==> src/logic/ssr_consts.vh <==
// Constants for the sensor serial control port and its shadow store.
// Assumes inclusion by the design modules, the checker and the bench.
`ifndef SSR_CONSTS_VH
`define SSR_CONSTS_VH
// ----------------------------------------
// Framing
// ----------------------------------------
`define SSR_ADDR_BITS 16
`define SSR_DATA_BITS 16
`define SSR_FRAME_BITS 32
`define SSR_WR_BIT 0
// ----------------------------------------
// Sensor states
// ----------------------------------------
`define SSR_ST_STANDBY 2'h0
`define SSR_ST_CONFIG 2'h1
`define SSR_ST_IDLE 2'h2
`define SSR_ST_RUNNING 2'h3
// ----------------------------------------
// Write classes
// ----------------------------------------
`define SSR_CL_ANY 2'h0
`define SSR_CL_CFG_IDLE 2'h1
`define SSR_CL_CFG_ONLY 2'h2
`define SSR_CL_STANDBY 2'h3
// ----------------------------------------
// Register slots and addresses
// ----------------------------------------
`define SSR_SLOT_BITS 3
`define SSR_ADR_LINE_LEN 16'h0200
`define SSR_ADR_LVDS_SEL 16'h2449
`define SSR_ADR_TEST_PAT 16'h2499
`define SSR_ADR_DEFECT 16'h2561
`define SSR_ADR_STBY_A 16'h4018
`define SSR_ADR_STBY_B 16'h4060
`define SSR_RST_LINE_LEN 16'h0000
`define SSR_RST_LVDS_SEL 16'h0432
`define SSR_RST_TEST_PAT 16'h0011
`define SSR_RST_DEFECT 16'h0006
`define SSR_RST_STBY 16'h0000
`define SSR_LVDS_SUB_BIT 0
// ----------------------------------------
// Fetch latency
// ----------------------------------------
`define SSR_CLK_MHZ 250
`define SSR_FETCH_CFG_NS 1500
`define SSR_FETCH_RUN_NS 4500
`define SSR_FETCH_CFG_CYC ((`SSR_FETCH_CFG_NS * `SSR_CLK_MHZ) / 1000)
`define SSR_FETCH_RUN_CYC ((`SSR_FETCH_RUN_NS * `SSR_CLK_MHZ) / 1000)
`endif

==> src/logic/ssr_store.v <==
// Small register memory holding the shadow copy of each slot.
// Assumes one write port per copy and a registered read port.
`timescale 1ns/100ps
`include "ssr_consts.vh"
module ssr_store #(
  parameter SLOTS = 6,
  parameter AW = 3,
  parameter DW = 16
) (
  input wire ref_clk_in,
  input wire rstn_in,
  input wire ce_in,
  input wire wr_en_in,
  input wire [AW-1:0] wr_slot_in,
  input wire [DW-1:0] wr_data_in,
  input wire [AW-1:0] rd_slot_in,
  input wire rd_en_in,
  input wire [DW-1:0] rst_val_in,
  input wire [AW-1:0] init_slot_in,
  input wire init_in,
  output reg [DW-1:0] rd_data_out
);
  reg [DW-1:0] mem_ff [0:SLOTS-1];
  // Init loads a reset value slot by slot, so the array needs no async reset.
  always @(posedge ref_clk_in) begin
    if (ce_in) begin
      if (init_in) begin
        mem_ff[init_slot_in] <= rst_val_in;
      end else if (wr_en_in) begin
        mem_ff[wr_slot_in] <= wr_data_in;
      end
    end
  end
  always @(posedge ref_clk_in or negedge rstn_in) begin
    if (!rstn_in) begin
      rd_data_out <= {DW{1'b0}};
    end else if (ce_in && rd_en_in) begin
      rd_data_out <= mem_ff[rd_slot_in];
    end
  end
endmodule

==> src/logic/ssr_spi_slave.v <==
// Serial control slave of the sensor with shadow and active settings.
// Assumes sensor state and frame start come from sensor logic on ref_clk_in.
`timescale 1ns/100ps
`include "ssr_consts.vh"
module ssr_spi_slave #(
  parameter FETCH_RUN_CYC = `SSR_FETCH_RUN_CYC
) (
  input wire ref_clk_in,
  input wire rstn_in,
  input wire ce_in,
  input wire csn_in,
  input wire sck_in,
  input wire mosi_in,
  output reg miso_out,
  output reg miso_oe_out,
  input wire [1:0] sensor_state_in,
  input wire frame_start_in,
  output reg [15:0] line_length_setting_out,
  output reg sub_lvds_en_out,
  output reg [15:0] test_pattern_out,
  output reg [15:0] defect_enable_out,
  output reg write_refused_out,
  output reg fetch_busy_out
);
  localparam SLOTS = 6;
  localparam integer CFG_N = `SSR_FETCH_CFG_CYC;
  localparam integer RUN_N = FETCH_RUN_CYC;
  localparam [13:0] CFG_CYC = CFG_N[13:0];
  localparam [13:0] RUN_CYC = RUN_N[13:0];
  localparam [15:0] LV_RST = `SSR_RST_LVDS_SEL;
  // ----------------------------------------
  // Slot decode
  // ----------------------------------------
  function [3:0] slot_of;
    input [15:0] a;
    begin
      case (a)
        `SSR_ADR_LINE_LEN: slot_of = 4'h0;
        `SSR_ADR_LVDS_SEL: slot_of = 4'h1;
        `SSR_ADR_TEST_PAT: slot_of = 4'h2;
        `SSR_ADR_DEFECT: slot_of = 4'h3;
        `SSR_ADR_STBY_A: slot_of = 4'h4;
        `SSR_ADR_STBY_B: slot_of = 4'h5;
        default: slot_of = 4'h8;
      endcase
    end
  endfunction
  function [1:0] class_of;
    input [2:0] s;
    begin
      case (s)
        3'h0, 3'h1: class_of = `SSR_CL_CFG_ONLY;
        3'h2: class_of = `SSR_CL_CFG_IDLE;
        3'h3: class_of = `SSR_CL_ANY;
        default: class_of = `SSR_CL_STANDBY;
      endcase
    end
  endfunction
  function [15:0] rst_of;
    input [2:0] s;
    begin
      case (s)
        3'h0: rst_of = `SSR_RST_LINE_LEN;
        3'h1: rst_of = `SSR_RST_LVDS_SEL;
        3'h2: rst_of = `SSR_RST_TEST_PAT;
        3'h3: rst_of = `SSR_RST_DEFECT;
        default: rst_of = `SSR_RST_STBY;
      endcase
    end
  endfunction
  // ----------------------------------------
  // Pin synchronisers
  // ----------------------------------------
  // slave inputs only
  reg [2:0] csn_sync_ff, sck_sync_ff, mosi_sync_ff;
  always @(posedge ref_clk_in or negedge rstn_in) begin
    if (!rstn_in) begin
      csn_sync_ff <= 3'h7;
      sck_sync_ff <= 3'h7;
      mosi_sync_ff <= 3'h0;
    end else if (ce_in) begin
      csn_sync_ff <= {csn_sync_ff[1:0], csn_in};
      sck_sync_ff <= {sck_sync_ff[1:0], sck_in};
      mosi_sync_ff <= {mosi_sync_ff[1:0], mosi_in};
    end
  end
  reg csn_ff, sck_ff, mosi_ff;
  always @(posedge ref_clk_in or negedge rstn_in) begin
    if (!rstn_in) begin
      csn_ff <= 1'b1;
      sck_ff <= 1'b1;
      mosi_ff <= 1'b0;
    end else if (ce_in) begin
      if (csn_sync_ff[1] == csn_sync_ff[2]) csn_ff <= csn_sync_ff[2];
      if (sck_sync_ff[1] == sck_sync_ff[2]) sck_ff <= sck_sync_ff[2];
      if (mosi_sync_ff[1] == mosi_sync_ff[2]) mosi_ff <= mosi_sync_ff[2];
    end
  end
  wire [2:0] sck_next = sck_sync_ff;
  wire sck_rise = !sck_ff && sck_next[1] && sck_next[2];
  wire sck_fall = sck_ff && !sck_next[1] && !sck_next[2];
  wire selected = !csn_ff;
  // ----------------------------------------
  // Frame shifter
  // ----------------------------------------
  reg [5:0] bit_cnt_ff;
  reg [15:0] addr_ff;
  reg [15:0] data_ff;
  reg [15:0] tx_ff;
  reg frame_done_ff;
  reg [13:0] fetch_cnt_ff;
  reg rd_req_ff;
  wire [15:0] rd_data;
  always @(posedge ref_clk_in or negedge rstn_in) begin
    if (!rstn_in) begin
      bit_cnt_ff <= 6'h00;
      addr_ff <= 16'h0000;
      data_ff <= 16'h0000;
      frame_done_ff <= 1'b0;
      rd_req_ff <= 1'b0;
    end else if (ce_in) begin
      frame_done_ff <= 1'b0;
      rd_req_ff <= 1'b0;
      if (!selected) begin
        bit_cnt_ff <= 6'h00;
      end else if (sck_rise && bit_cnt_ff < 6'd32) begin
        if (bit_cnt_ff < 6'd16) begin
          addr_ff <= {addr_ff[14:0], mosi_ff};
        end else begin
          data_ff <= {data_ff[14:0], mosi_ff};
        end
        bit_cnt_ff <= bit_cnt_ff + 6'h01;
        rd_req_ff <= (bit_cnt_ff == 6'd15);
        frame_done_ff <= (bit_cnt_ff == 6'd31);
      end
    end
  end
  always @(posedge ref_clk_in or negedge rstn_in) begin
    if (!rstn_in) begin
      fetch_cnt_ff <= 14'h0000;
      fetch_busy_out <= 1'b0;
    end else if (ce_in) begin
      if (rd_req_ff) begin
        fetch_cnt_ff <= (sensor_state_in == `SSR_ST_RUNNING) ?
                        RUN_CYC : CFG_CYC;
        fetch_busy_out <= 1'b1;
      end else if (fetch_cnt_ff != 14'h0000) begin
        fetch_cnt_ff <= fetch_cnt_ff - 14'h0001;
        fetch_busy_out <= (fetch_cnt_ff != 14'h0001);
      end else begin
        fetch_busy_out <= 1'b0;
      end
    end
  end
  always @(posedge ref_clk_in or negedge rstn_in) begin
    if (!rstn_in) begin
      tx_ff <= 16'h0000;
      miso_out <= 1'b0;
      miso_oe_out <= 1'b0;
    end else if (ce_in) begin
      miso_oe_out <= selected;
      if (fetch_busy_out && fetch_cnt_ff == 14'h0001) begin
        tx_ff <= rd_data;
      end else if (selected && sck_fall && bit_cnt_ff >= 6'd16) begin
        miso_out <= tx_ff[15];
        tx_ff <= {tx_ff[14:0], 1'b0};
      end
    end
  end
  // ----------------------------------------
  // Write acceptance
  // ----------------------------------------
  wire [3:0] wslot = slot_of(addr_ff);
  wire [1:0] wclass = class_of(wslot[2:0]);
  reg accept;
  always @* begin
    accept = 1'b0;
    if (!wslot[3]) begin
      case (sensor_state_in)
        `SSR_ST_STANDBY: accept = (wclass == `SSR_CL_STANDBY);
        `SSR_ST_IDLE: accept = (wclass != `SSR_CL_CFG_ONLY);
        default: accept = 1'b1;
      endcase
    end
  end
  reg [2:0] init_ff;
  reg init_busy_ff;
  always @(posedge ref_clk_in or negedge rstn_in) begin
    if (!rstn_in) begin
      init_ff <= 3'h0;
      init_busy_ff <= 1'b1;
      write_refused_out <= 1'b0;
    end else if (ce_in) begin
      write_refused_out <= frame_done_ff && !accept;
      if (init_busy_ff) begin
        init_ff <= init_ff + 3'h1;
        init_busy_ff <= (init_ff != 3'd5);
      end
    end
  end
  wire do_write = frame_done_ff && accept && !init_busy_ff;
  wire [2:0] rslot = wslot[3] ? 3'h4 : wslot[2:0];
  ssr_store #(.SLOTS(SLOTS), .AW(3), .DW(16)) u_shadow (
    .ref_clk_in(ref_clk_in),
    .rstn_in(rstn_in),
    .ce_in(ce_in),
    .wr_en_in(do_write),
    .wr_slot_in(wslot[2:0]),
    .wr_data_in(data_ff),
    .rd_slot_in(rslot),
    .rd_en_in(rd_req_ff),
    .rst_val_in(rst_of(init_ff)),
    .init_slot_in(init_ff),
    .init_in(init_busy_ff),
    .rd_data_out(rd_data)
  );
  // ----------------------------------------
  // Shadow to active transfer
  // ----------------------------------------
  // Parallel pending copies of slots 0 to 3 let each be committed on its slot's event: config entry, config or idle entry, or frame start.
  reg [15:0] pend_ll_ff, pend_lv_ff, pend_tp_ff, pend_df_ff;
  reg [1:0] prev_state_ff;
  always @(posedge ref_clk_in or negedge rstn_in) begin
    if (!rstn_in) begin
      pend_ll_ff <= `SSR_RST_LINE_LEN;
      pend_lv_ff <= `SSR_RST_LVDS_SEL;
      pend_tp_ff <= `SSR_RST_TEST_PAT;
      pend_df_ff <= `SSR_RST_DEFECT;
      prev_state_ff <= `SSR_ST_STANDBY;
      line_length_setting_out <= `SSR_RST_LINE_LEN;
      sub_lvds_en_out <= LV_RST[`SSR_LVDS_SUB_BIT];
      test_pattern_out <= `SSR_RST_TEST_PAT;
      defect_enable_out <= `SSR_RST_DEFECT;
    end else if (ce_in) begin
      prev_state_ff <= sensor_state_in;
      if (do_write) begin
        case (wslot[2:0])
          3'h0: pend_ll_ff <= data_ff;
          3'h1: pend_lv_ff <= data_ff;
          3'h2: pend_tp_ff <= data_ff;
          3'h3: pend_df_ff <= data_ff;
          default: ;
        endcase
      end
      if (frame_start_in) begin
        defect_enable_out <= pend_df_ff;
      end
      if (sensor_state_in != prev_state_ff) begin
        if (sensor_state_in == `SSR_ST_CONFIG) begin
          line_length_setting_out <= pend_ll_ff;
          sub_lvds_en_out <= pend_lv_ff[`SSR_LVDS_SUB_BIT];
        end
        if (sensor_state_in == `SSR_ST_CONFIG ||
            sensor_state_in == `SSR_ST_IDLE) begin
          test_pattern_out <= pend_tp_ff;
        end
      end
    end
  end
endmodule

==> config.mk <==
export PLATFORM = sky130hd
export DESIGN_NAME = ssr_spi_slave
export DESIGN_NICKNAME = d
export VERILOG_FILES = /design/src/logic/ssr_store.v /design/src/logic/ssr_spi_slave.v
export VERILOG_INCLUDE_DIRS = /design/src /design/src/logic
export SDC_FILE = /design/constraint.sdc
export NUM_CORES = 1
export LEC_CHECK = 0
export CAP_MARGIN = 20
export CORE_MARGIN = 2
export CORE_UTILIZATION = 55
export DETAILED_ROUTE_END_ITERATION = 12
export DONT_BUFFER_PORTS = 1
export HOLD_SLACK_MARGIN = 0.02
export PLACE_DENSITY = 0.84
export SYNTH_ARGS = -nofsm -noshare
export SYNTH_HDL_FRONTEND = slang
export SYNTH_SLANG_ARGS = --single-unit
==> constraint.sdc <==
create_clock -name ref_clk_in -period 2.9 [get_ports ref_clk_in]
set_input_delay 0.145 -clock ref_clk_in [delete_from_list [all_inputs] [get_ports ref_clk_in]]
set_output_delay 0.145 -clock ref_clk_in [all_outputs]
set_load 0.01 [all_outputs]
* Yosys cells after proc, flatten, opt, wreduce, memory -nomap -nowiden
Memories as Yosys holds them, arrays and structs flattened. A register that Yosys moved wholly into a read port is not among the register bits.
Index checks and enable logic that the tools add are counted.
W data, S select, Z words.
** Word-level totals
- Bits in latches :: 0
- Register bits :: 190
- Memories kept :: 1
- Bits of input ports :: 9
- Memory bits (writable) :: 96
- Logic and storage cells :: 139
- Output and inout bits :: 53
- Bits in read-only memories :: 0
** Cells by class
- Reductions and logical operators :: 45
- Order comparisons :: 3
- $mul :: 0
- Add/sub/neg operators :: 3
- Bitwise gates (word level) :: 3
- Multiplexer cells :: 30
- Shift operators :: 0
- Div/mod/pow operators :: 0
- Equality and inequality tests :: 26
** Memory list
- u_shadow.mem_ff :: depth 6, bits a word 16, read ports 1, clocked after Yosys merged registers in 1, write ports 1, line ssr_store.v:23 : reg [DW-1:0] mem_ff [0:SLOTS-1];
** Operators by type and width (number)
- $eq A16 B14 Y1 const B :: 3
- $mux W16 :: 3
- $pmux W11 S3 :: 1
- $eq A16 B15 Y1 const B :: 2
- $mux W14 :: 2
- $pmux W4 S6 :: 1
- $reduce_and A3 Y1 :: 7
- $eq A16 B10 Y1 const B :: 1
- $mux W1 :: 16
- $reduce_and A2 Y1 :: 8
- $reduce_or A16 Y1 :: 1
- $eq A14 B1 Y1 const B :: 1
- $ne A14 B1 Y1 const B :: 1
- $reduce_bool A14 Y1 :: 1
- $sub A14 B1 Y14 const B :: 1
- $eq A3 B2 Y1 const B :: 4
- $logic_and A1 B1 Y1 :: 12
- $mux W6 :: 2
- $mux W11 :: 1
- $reduce_and A4 Y1 :: 2
- $logic_not A1 Y1 :: 7
- $add A6 B1 Y6 const B :: 1
- $eq A2 B2 Y1 const B :: 3
- $eq A3 B1 Y1 const B :: 2
- 20 further kinds :: 27

* Logic depth before layout (Yosys ltp)
- Depth after elaboration :: 16
- Depth in mapped cells :: 10

* Cells and area by module
Synthesis repeated with hierarchy kept, for this count alone.
** Unflattened totals
- Cells, all modules :: 867
- Area total of the unflattened synthesis :: 12690.9 um^2
** Modules (own cells, without submodules)
- ssr_spi_slave :: cells each 622, area an instance 8152.8 um^2, times used 1, sequential area each 4775.8 um^2
- ssr_store :: cells each 245, area an instance 4538.1 um^2, times used 1, sequential area each 3283.1 um^2

* Worst setup path before layout
OpenSTA, ideal clock, no wires.
- Path type :: register to register
- Start :: register addr_ff[9]
- End :: memory u_shadow.mem_ff[0][0] (enable)
- Setup time :: 0.414 ns
- Slack :: 0.136 ns
- Arrival :: 2.350 ns
- Cell stages (with the launch flop) :: 10
- Clock period less this slack :: 2.764 ns
- Path through :: dfrtp_1 or3_1 or3_1 buf_6 a211oi_2 a221o_2 buf_4 nand3_4 buf_6 o31ai_1
** On the way
- Longest elaborated chain between the ends :: 16
** RTL lines
- start: declaration :: line ssr_spi_slave.v:107 : reg [15:0] addr_ff;
- start signal: assignment :: line ssr_spi_slave.v:128 : addr_ff <= {addr_ff[14:0], mosi_ff};
- $eq A16 B15 Y1, or another cell as far along :: line ssr_spi_slave.v:37 : case (a)
- $pmux W4 S6 * :: line ssr_spi_slave.v:37
- $eq A3 B1 Y1 or $logic_not A3 Y1 (tied branches) :: line ssr_spi_slave.v:51 : case (s)
- $reduce_or A2 Y1 :: line ssr_spi_slave.v:51
- $pmux W2 S3 :: line ssr_spi_slave.v:51
- $ne A2 B2 Y1 (no source line) or $eq A2 B2 Y1 (tied branches)
- $pmux W1 S2 :: line ssr_spi_slave.v:179 : case (sensor_state_in)
- $mux W1 :: line ssr_spi_slave.v:178 : if (!wslot[3]) begin
- $logic_and A1 B1 Y1 (2 in series) :: line ssr_spi_slave.v:201 : wire do_write = frame_done_ff && accept && !init_busy_ff;
- $mux W1 :: line ssr_store.v:29 : end else if (wr_en_in) begin
- $mux W1 :: line ssr_store.v:27 : if (init_in) begin
- $mux W1 :: line ssr_store.v:26 : if (ce_in) begin
- $mux W1 (not written as such) :: line ssr_store.v:30 : mem_ff[wr_slot_in] <= wr_data_in;
- $reduce_or A16 Y1 (no source line)
- $mux W3 (no source line) or $mux W1 (tied branches)
- end: declaration :: line ssr_store.v:23
Every way passes the cells marked *; elsewhere a longest branch is shown, timed or not.

* Final worst setup path
- Start :: register addr_ff[9]
- End :: memory u_shadow.mem_ff[5][12], data pin
** On the way
- Longest elaborated chain between the ends :: 16
** RTL lines (line)
- $eq A16 B15 Y1, or another cell as far along :: ssr_spi_slave.v:37
- $pmux W4 S6 * :: ssr_spi_slave.v:37
- $eq A3 B1 Y1 or $logic_not A3 Y1 (tied branches) :: ssr_spi_slave.v:51
- $reduce_or A2 Y1 :: ssr_spi_slave.v:51
- $pmux W2 S3 :: ssr_spi_slave.v:51
- $ne A2 B2 Y1 (no source line) or $eq A2 B2 Y1 (tied branches)
- $pmux W1 S2 :: ssr_spi_slave.v:179
- $mux W1 * :: ssr_spi_slave.v:178
- $logic_and A1 B1 Y1 * (2 in series) :: ssr_spi_slave.v:201
- $mux W1 * :: ssr_store.v:29
- $mux W1 * :: ssr_store.v:27
- $mux W1 * :: ssr_store.v:26
- $mux W1 (not written as such) * :: ssr_store.v:30
- $reduce_or A16 Y1 (no source line) *
- $mux W16 (no source line) *
Marked as above.

==> summary.txt <==
Detailed routing
  • Antenna Nets Post-Route: 0
  • TritonRoute pass-1 iters: 6
  • Vias per std cell: ~6.1
  • Total number of vias: 7782
  • WL final: ~26000 um
  • Drc violations: 0
  • 1st-iter DRT viols: approximately 630
  • Routed WL per cell: ~21 um

Clocking
  • Clock root buffer: clkbuf_16
  • Clock sinks: between 300 and 400
  • Post-CTS Hold Buffers: 9
  • CTS tree: done
  • Clock transition at path regs: ~0.070 ns
  • CTS H-tree lvls: 1
  • Postcts setup bufs: 0
  • Skew-Pair Late Insertion Delay: 0.56 ns
  • Total CTS buffers: 30
  • Clock Path Buffers: 3

Placement
  • Port Buffer Count: 0
  • Placed Cells: 1202
  • Final HPWL DP: about 16000 um
  • GPL Wtd Cong: between 0.8 and 0.9
  • Pre-CTS WS: between 0.08 and 0.09 ns

Timing
  • Setup TNS: 0 ns
  • Hold Fails Final Rpt: roughly 210
  • Slew margin rel.: 0.3924
  • Worst setup margin: around 0.065 ns
  • Fin crit period: around 2.8 ns
  • Worst-Margin Slew: ~0.91 ns
  • Crit share post-route: 0.9776
  • F_max: 352.7 MHz
  • Skew final: approximately 0.019 ns
  • Unrepaired setup endpoints after global routing: no
  • Hold WS: -0.7168 ns
  • Slew Limit Fails: 0
  • Final Setup Violations: 0

Yosys
  • Yosys top cell by area: dfrtp_1
  • Top FF cell, synth: dfrtp_1
  • Synth Register Bits: between 300 and 400
  • Post-synthesis cell count: between 900 and 1000
  • Cell Area, Synth: 12570 sq um
  • Post-synthesis sequential area ratio: 0.6410
  • Cell variety after synth: between 60 and 70
  • Avg Cell Area, Syn: roughly 13 sq um
  • Top-area cell type share of the netlist area: 0.3762
  • Syn. warnings: 0
  • Top cells by area, synth: dfrtp_1 38%, edfxtp_1 23%, mux2_2 12%
  • Synth top cells by count: 189 x dfrtp_1, 132 x mux2_2, 96 x edfxtp_1
  • EDFF count, synth: 96
  • Top-count cell post-synth: dfrtp_1
  • Post-synth ARST share: 0.6821
  • Synth Net Count: ~950

Floorplan
  • Initial core utilization: 0.5570
  • Die width: approximately 160 um
  • DIE HEIGHT: approximately 160 um
  • Die area: approximately 24000 sq um
  • Core Area: 22570 sq um
  • FP Rows: 55
  • IO Pins: 62

Layout
  • Layout cell share with drive strength beyond 1: 0.2597
  • Filler cell count: 1593
  • Area Growth Syn to Fin: 12.47%
  • Final instance count without filler cells: 1267
  • Area of the multi-input gates: roughly 4300 sq um
  • Fin nets: around 980
  • Core Util, Final: 0.6264
  • # diodes: 0
  • FF/Latch Area: 8059 sq um

Critical path
  • Critical Path Start Type: flop
  • R2R Path End: u_shadow.mem_ff[5][12]
  • Reg2reg path depth: 7
  • Max FO, Critical Path: 10
  • CP Data Arrival Time: 3.21 ns
  • Reg2reg start: addr_ff[9]
  • Slowest CP cell: or4_1
  • Worst setup endpoint: u_shadow.mem_ff[5][12]
  • Req. time, crit path: between 3 and 4 ns
  • Crit. End Element: flop
  • Reg2reg setup slack: ~0.065 ns
  • Crit-path cells: or3_1 -> or4_1 -> a211oi_1 -> o21ai_1 -> a21oi_2 -> buf_4 -> and2_1
  • WS Path Type: flop to flop
  • CP peak stage delay: about 0.56 ns
  • Worst setup path start: addr_ff[9]

Global routing
  • First-pass GRT wire length: ~43000 um
  • GRT overflow: 0
  • GRT Total Usage: 0.2243
  • Largest net degree at the start of global routing: just over 200
  • Vias in the first global route: a little over 8000
  • Initial antenna violation count: 0

Power
  • PwrDens: 723.7 nW/um^2
  • Lkg Pwr: between 0.006 and 0.007 uW
  • VDD IR max: 0.0005277 V

Min path
  • Worst hold-check path type: input pin to async pin

Outcome
  • Outcome: finished, violations left
  • Failing checks: negative hold slack

Job
  • Max-cap viol count: 0
==> flip-flops by register name, indices dropped and copies added (netlist names), 6 cells and up <==
name / flops
pend_tp_ff: 16
tx_ff: 16
line_length_setting_out: 16
u_shadow.mem_ff: 96
bit_cnt_ff: 6
pend_df_ff: 16
u_shadow.rd_data_out: 16
addr_ff: 16
defect_enable_out: 16
fetch_cnt_ff: 14
data_ff: 16
test_pattern_out: 16
pend_ll_ff: 16
==> routing by layer <==
layer  vias up  share of wire  track usage
li1       3482              -            -
met1      3940           0.41       0.3072
met2       311           0.49       0.3653
met3        49          0.076      0.04290
met4         0          0.021      0.07645
met5         -              0            0
==> cell families after synthesis <==
kind of cell,after synthesis,synth area share
flip-flops,302,0.6410
adder cells (fa/ha/maj),12,0.01194
XOR/XNOR,10,0.006966
AO/OA/AOI/OAI,178,0.08937
multiplexers,160,0.1444
AND/OR/NAND/NOR,210,0.08499
buffers and inverters,60,0.02130
==> critical path: cells and delay by family (launching register included) <==
family          cells  cell delay [ns]
flops               1             0.40
compound gates      3             0.82
buf+inv             1             0.24
simple gates        3             1.19
==> power breakdown <==
group / internal (uW) / switching (uW)
logic: 457 / 576
registers: 4890 / 362
clock network: 2340 / 1600
total: 7690 / 2540
==> how the worst min path moves through the flow <==
stage | from | cells after the start | to | slack, ns
after floorplan | rstn_in | 0 | addr_ff[0] | -0.15
after global placement | rstn_in | 0 | bit_cnt_ff[3] | -0.14
after detailed placement | rstn_in | 0 | miso_oe_out | -0.14
after CTS | rstn_in | 0 | data_ff[14] | -0.73
after global routing | rstn_in | 0 | u_shadow.rd_data_out[13] | -0.74
final | rstn_in | 0 | miso_oe_out | -0.72
==> metrics by stage <==
stage               cell area [sq um]  hold slack (ns)  total power, uW
floorplan                       12570          -0.1506             5987
global placement                12990          -0.1398             6234
detailed placement              12990          -0.1436             6318
CTS                             14140          -0.7324            10280
global route                    14140          -0.7374            10670
finish                          14140          -0.7168            10230
==> timing repair <==
action / in CTS / in global routing
hold endpoints to repair: 247 / 206
gates resized for setup: 1 / 1
pin swaps: 0 / 1
endpoints found under the setup margin: 10 / 16
==> area by class of cell <==
class,count,area share
clock buffers,46,0.06663
clock inverters,10,0.007433
inverters,17,0.004513
multi-input cells,570,0.3017
flip-flops and latches,302,0.5700
well taps,285,0.02522
repair buffers,37,0.02460
==> cells in the final DEF (no fill, tap or decap), types with 6 or more instances in the layout <==
| master | count |
|---|---|
| nand2b_1 | 9 |
| mux2_2 | 132 |
| a22o_1 | 16 |
| buf_4 | 25 |
| nand2_1 | 52 |
| and2_1 | 10 |
| mux2i_1 | 16 |
| nor3_1 | 15 |
| xnor2_1 | 10 |
| ha_1 | 12 |
| clkbuf_8 | 6 |
| o31a_1 | 16 |
| dfrtp_1 | 189 |
| o21ai_1 | 6 |
| dfstp_2 | 17 |
| inv_1 | 17 |
| o21ai_0 | 65 |
| mux2_4 | 9 |
| dlygate4sd3_1 | 8 |
| nand3_1 | 44 |
| a21oi_1 | 35 |
| edfxtp_1 | 96 |
| a31oi_1 | 18 |
| nor2_1 | 43 |
| clkbuf_16 | 33 |
(Power assumes the default switching activity.)
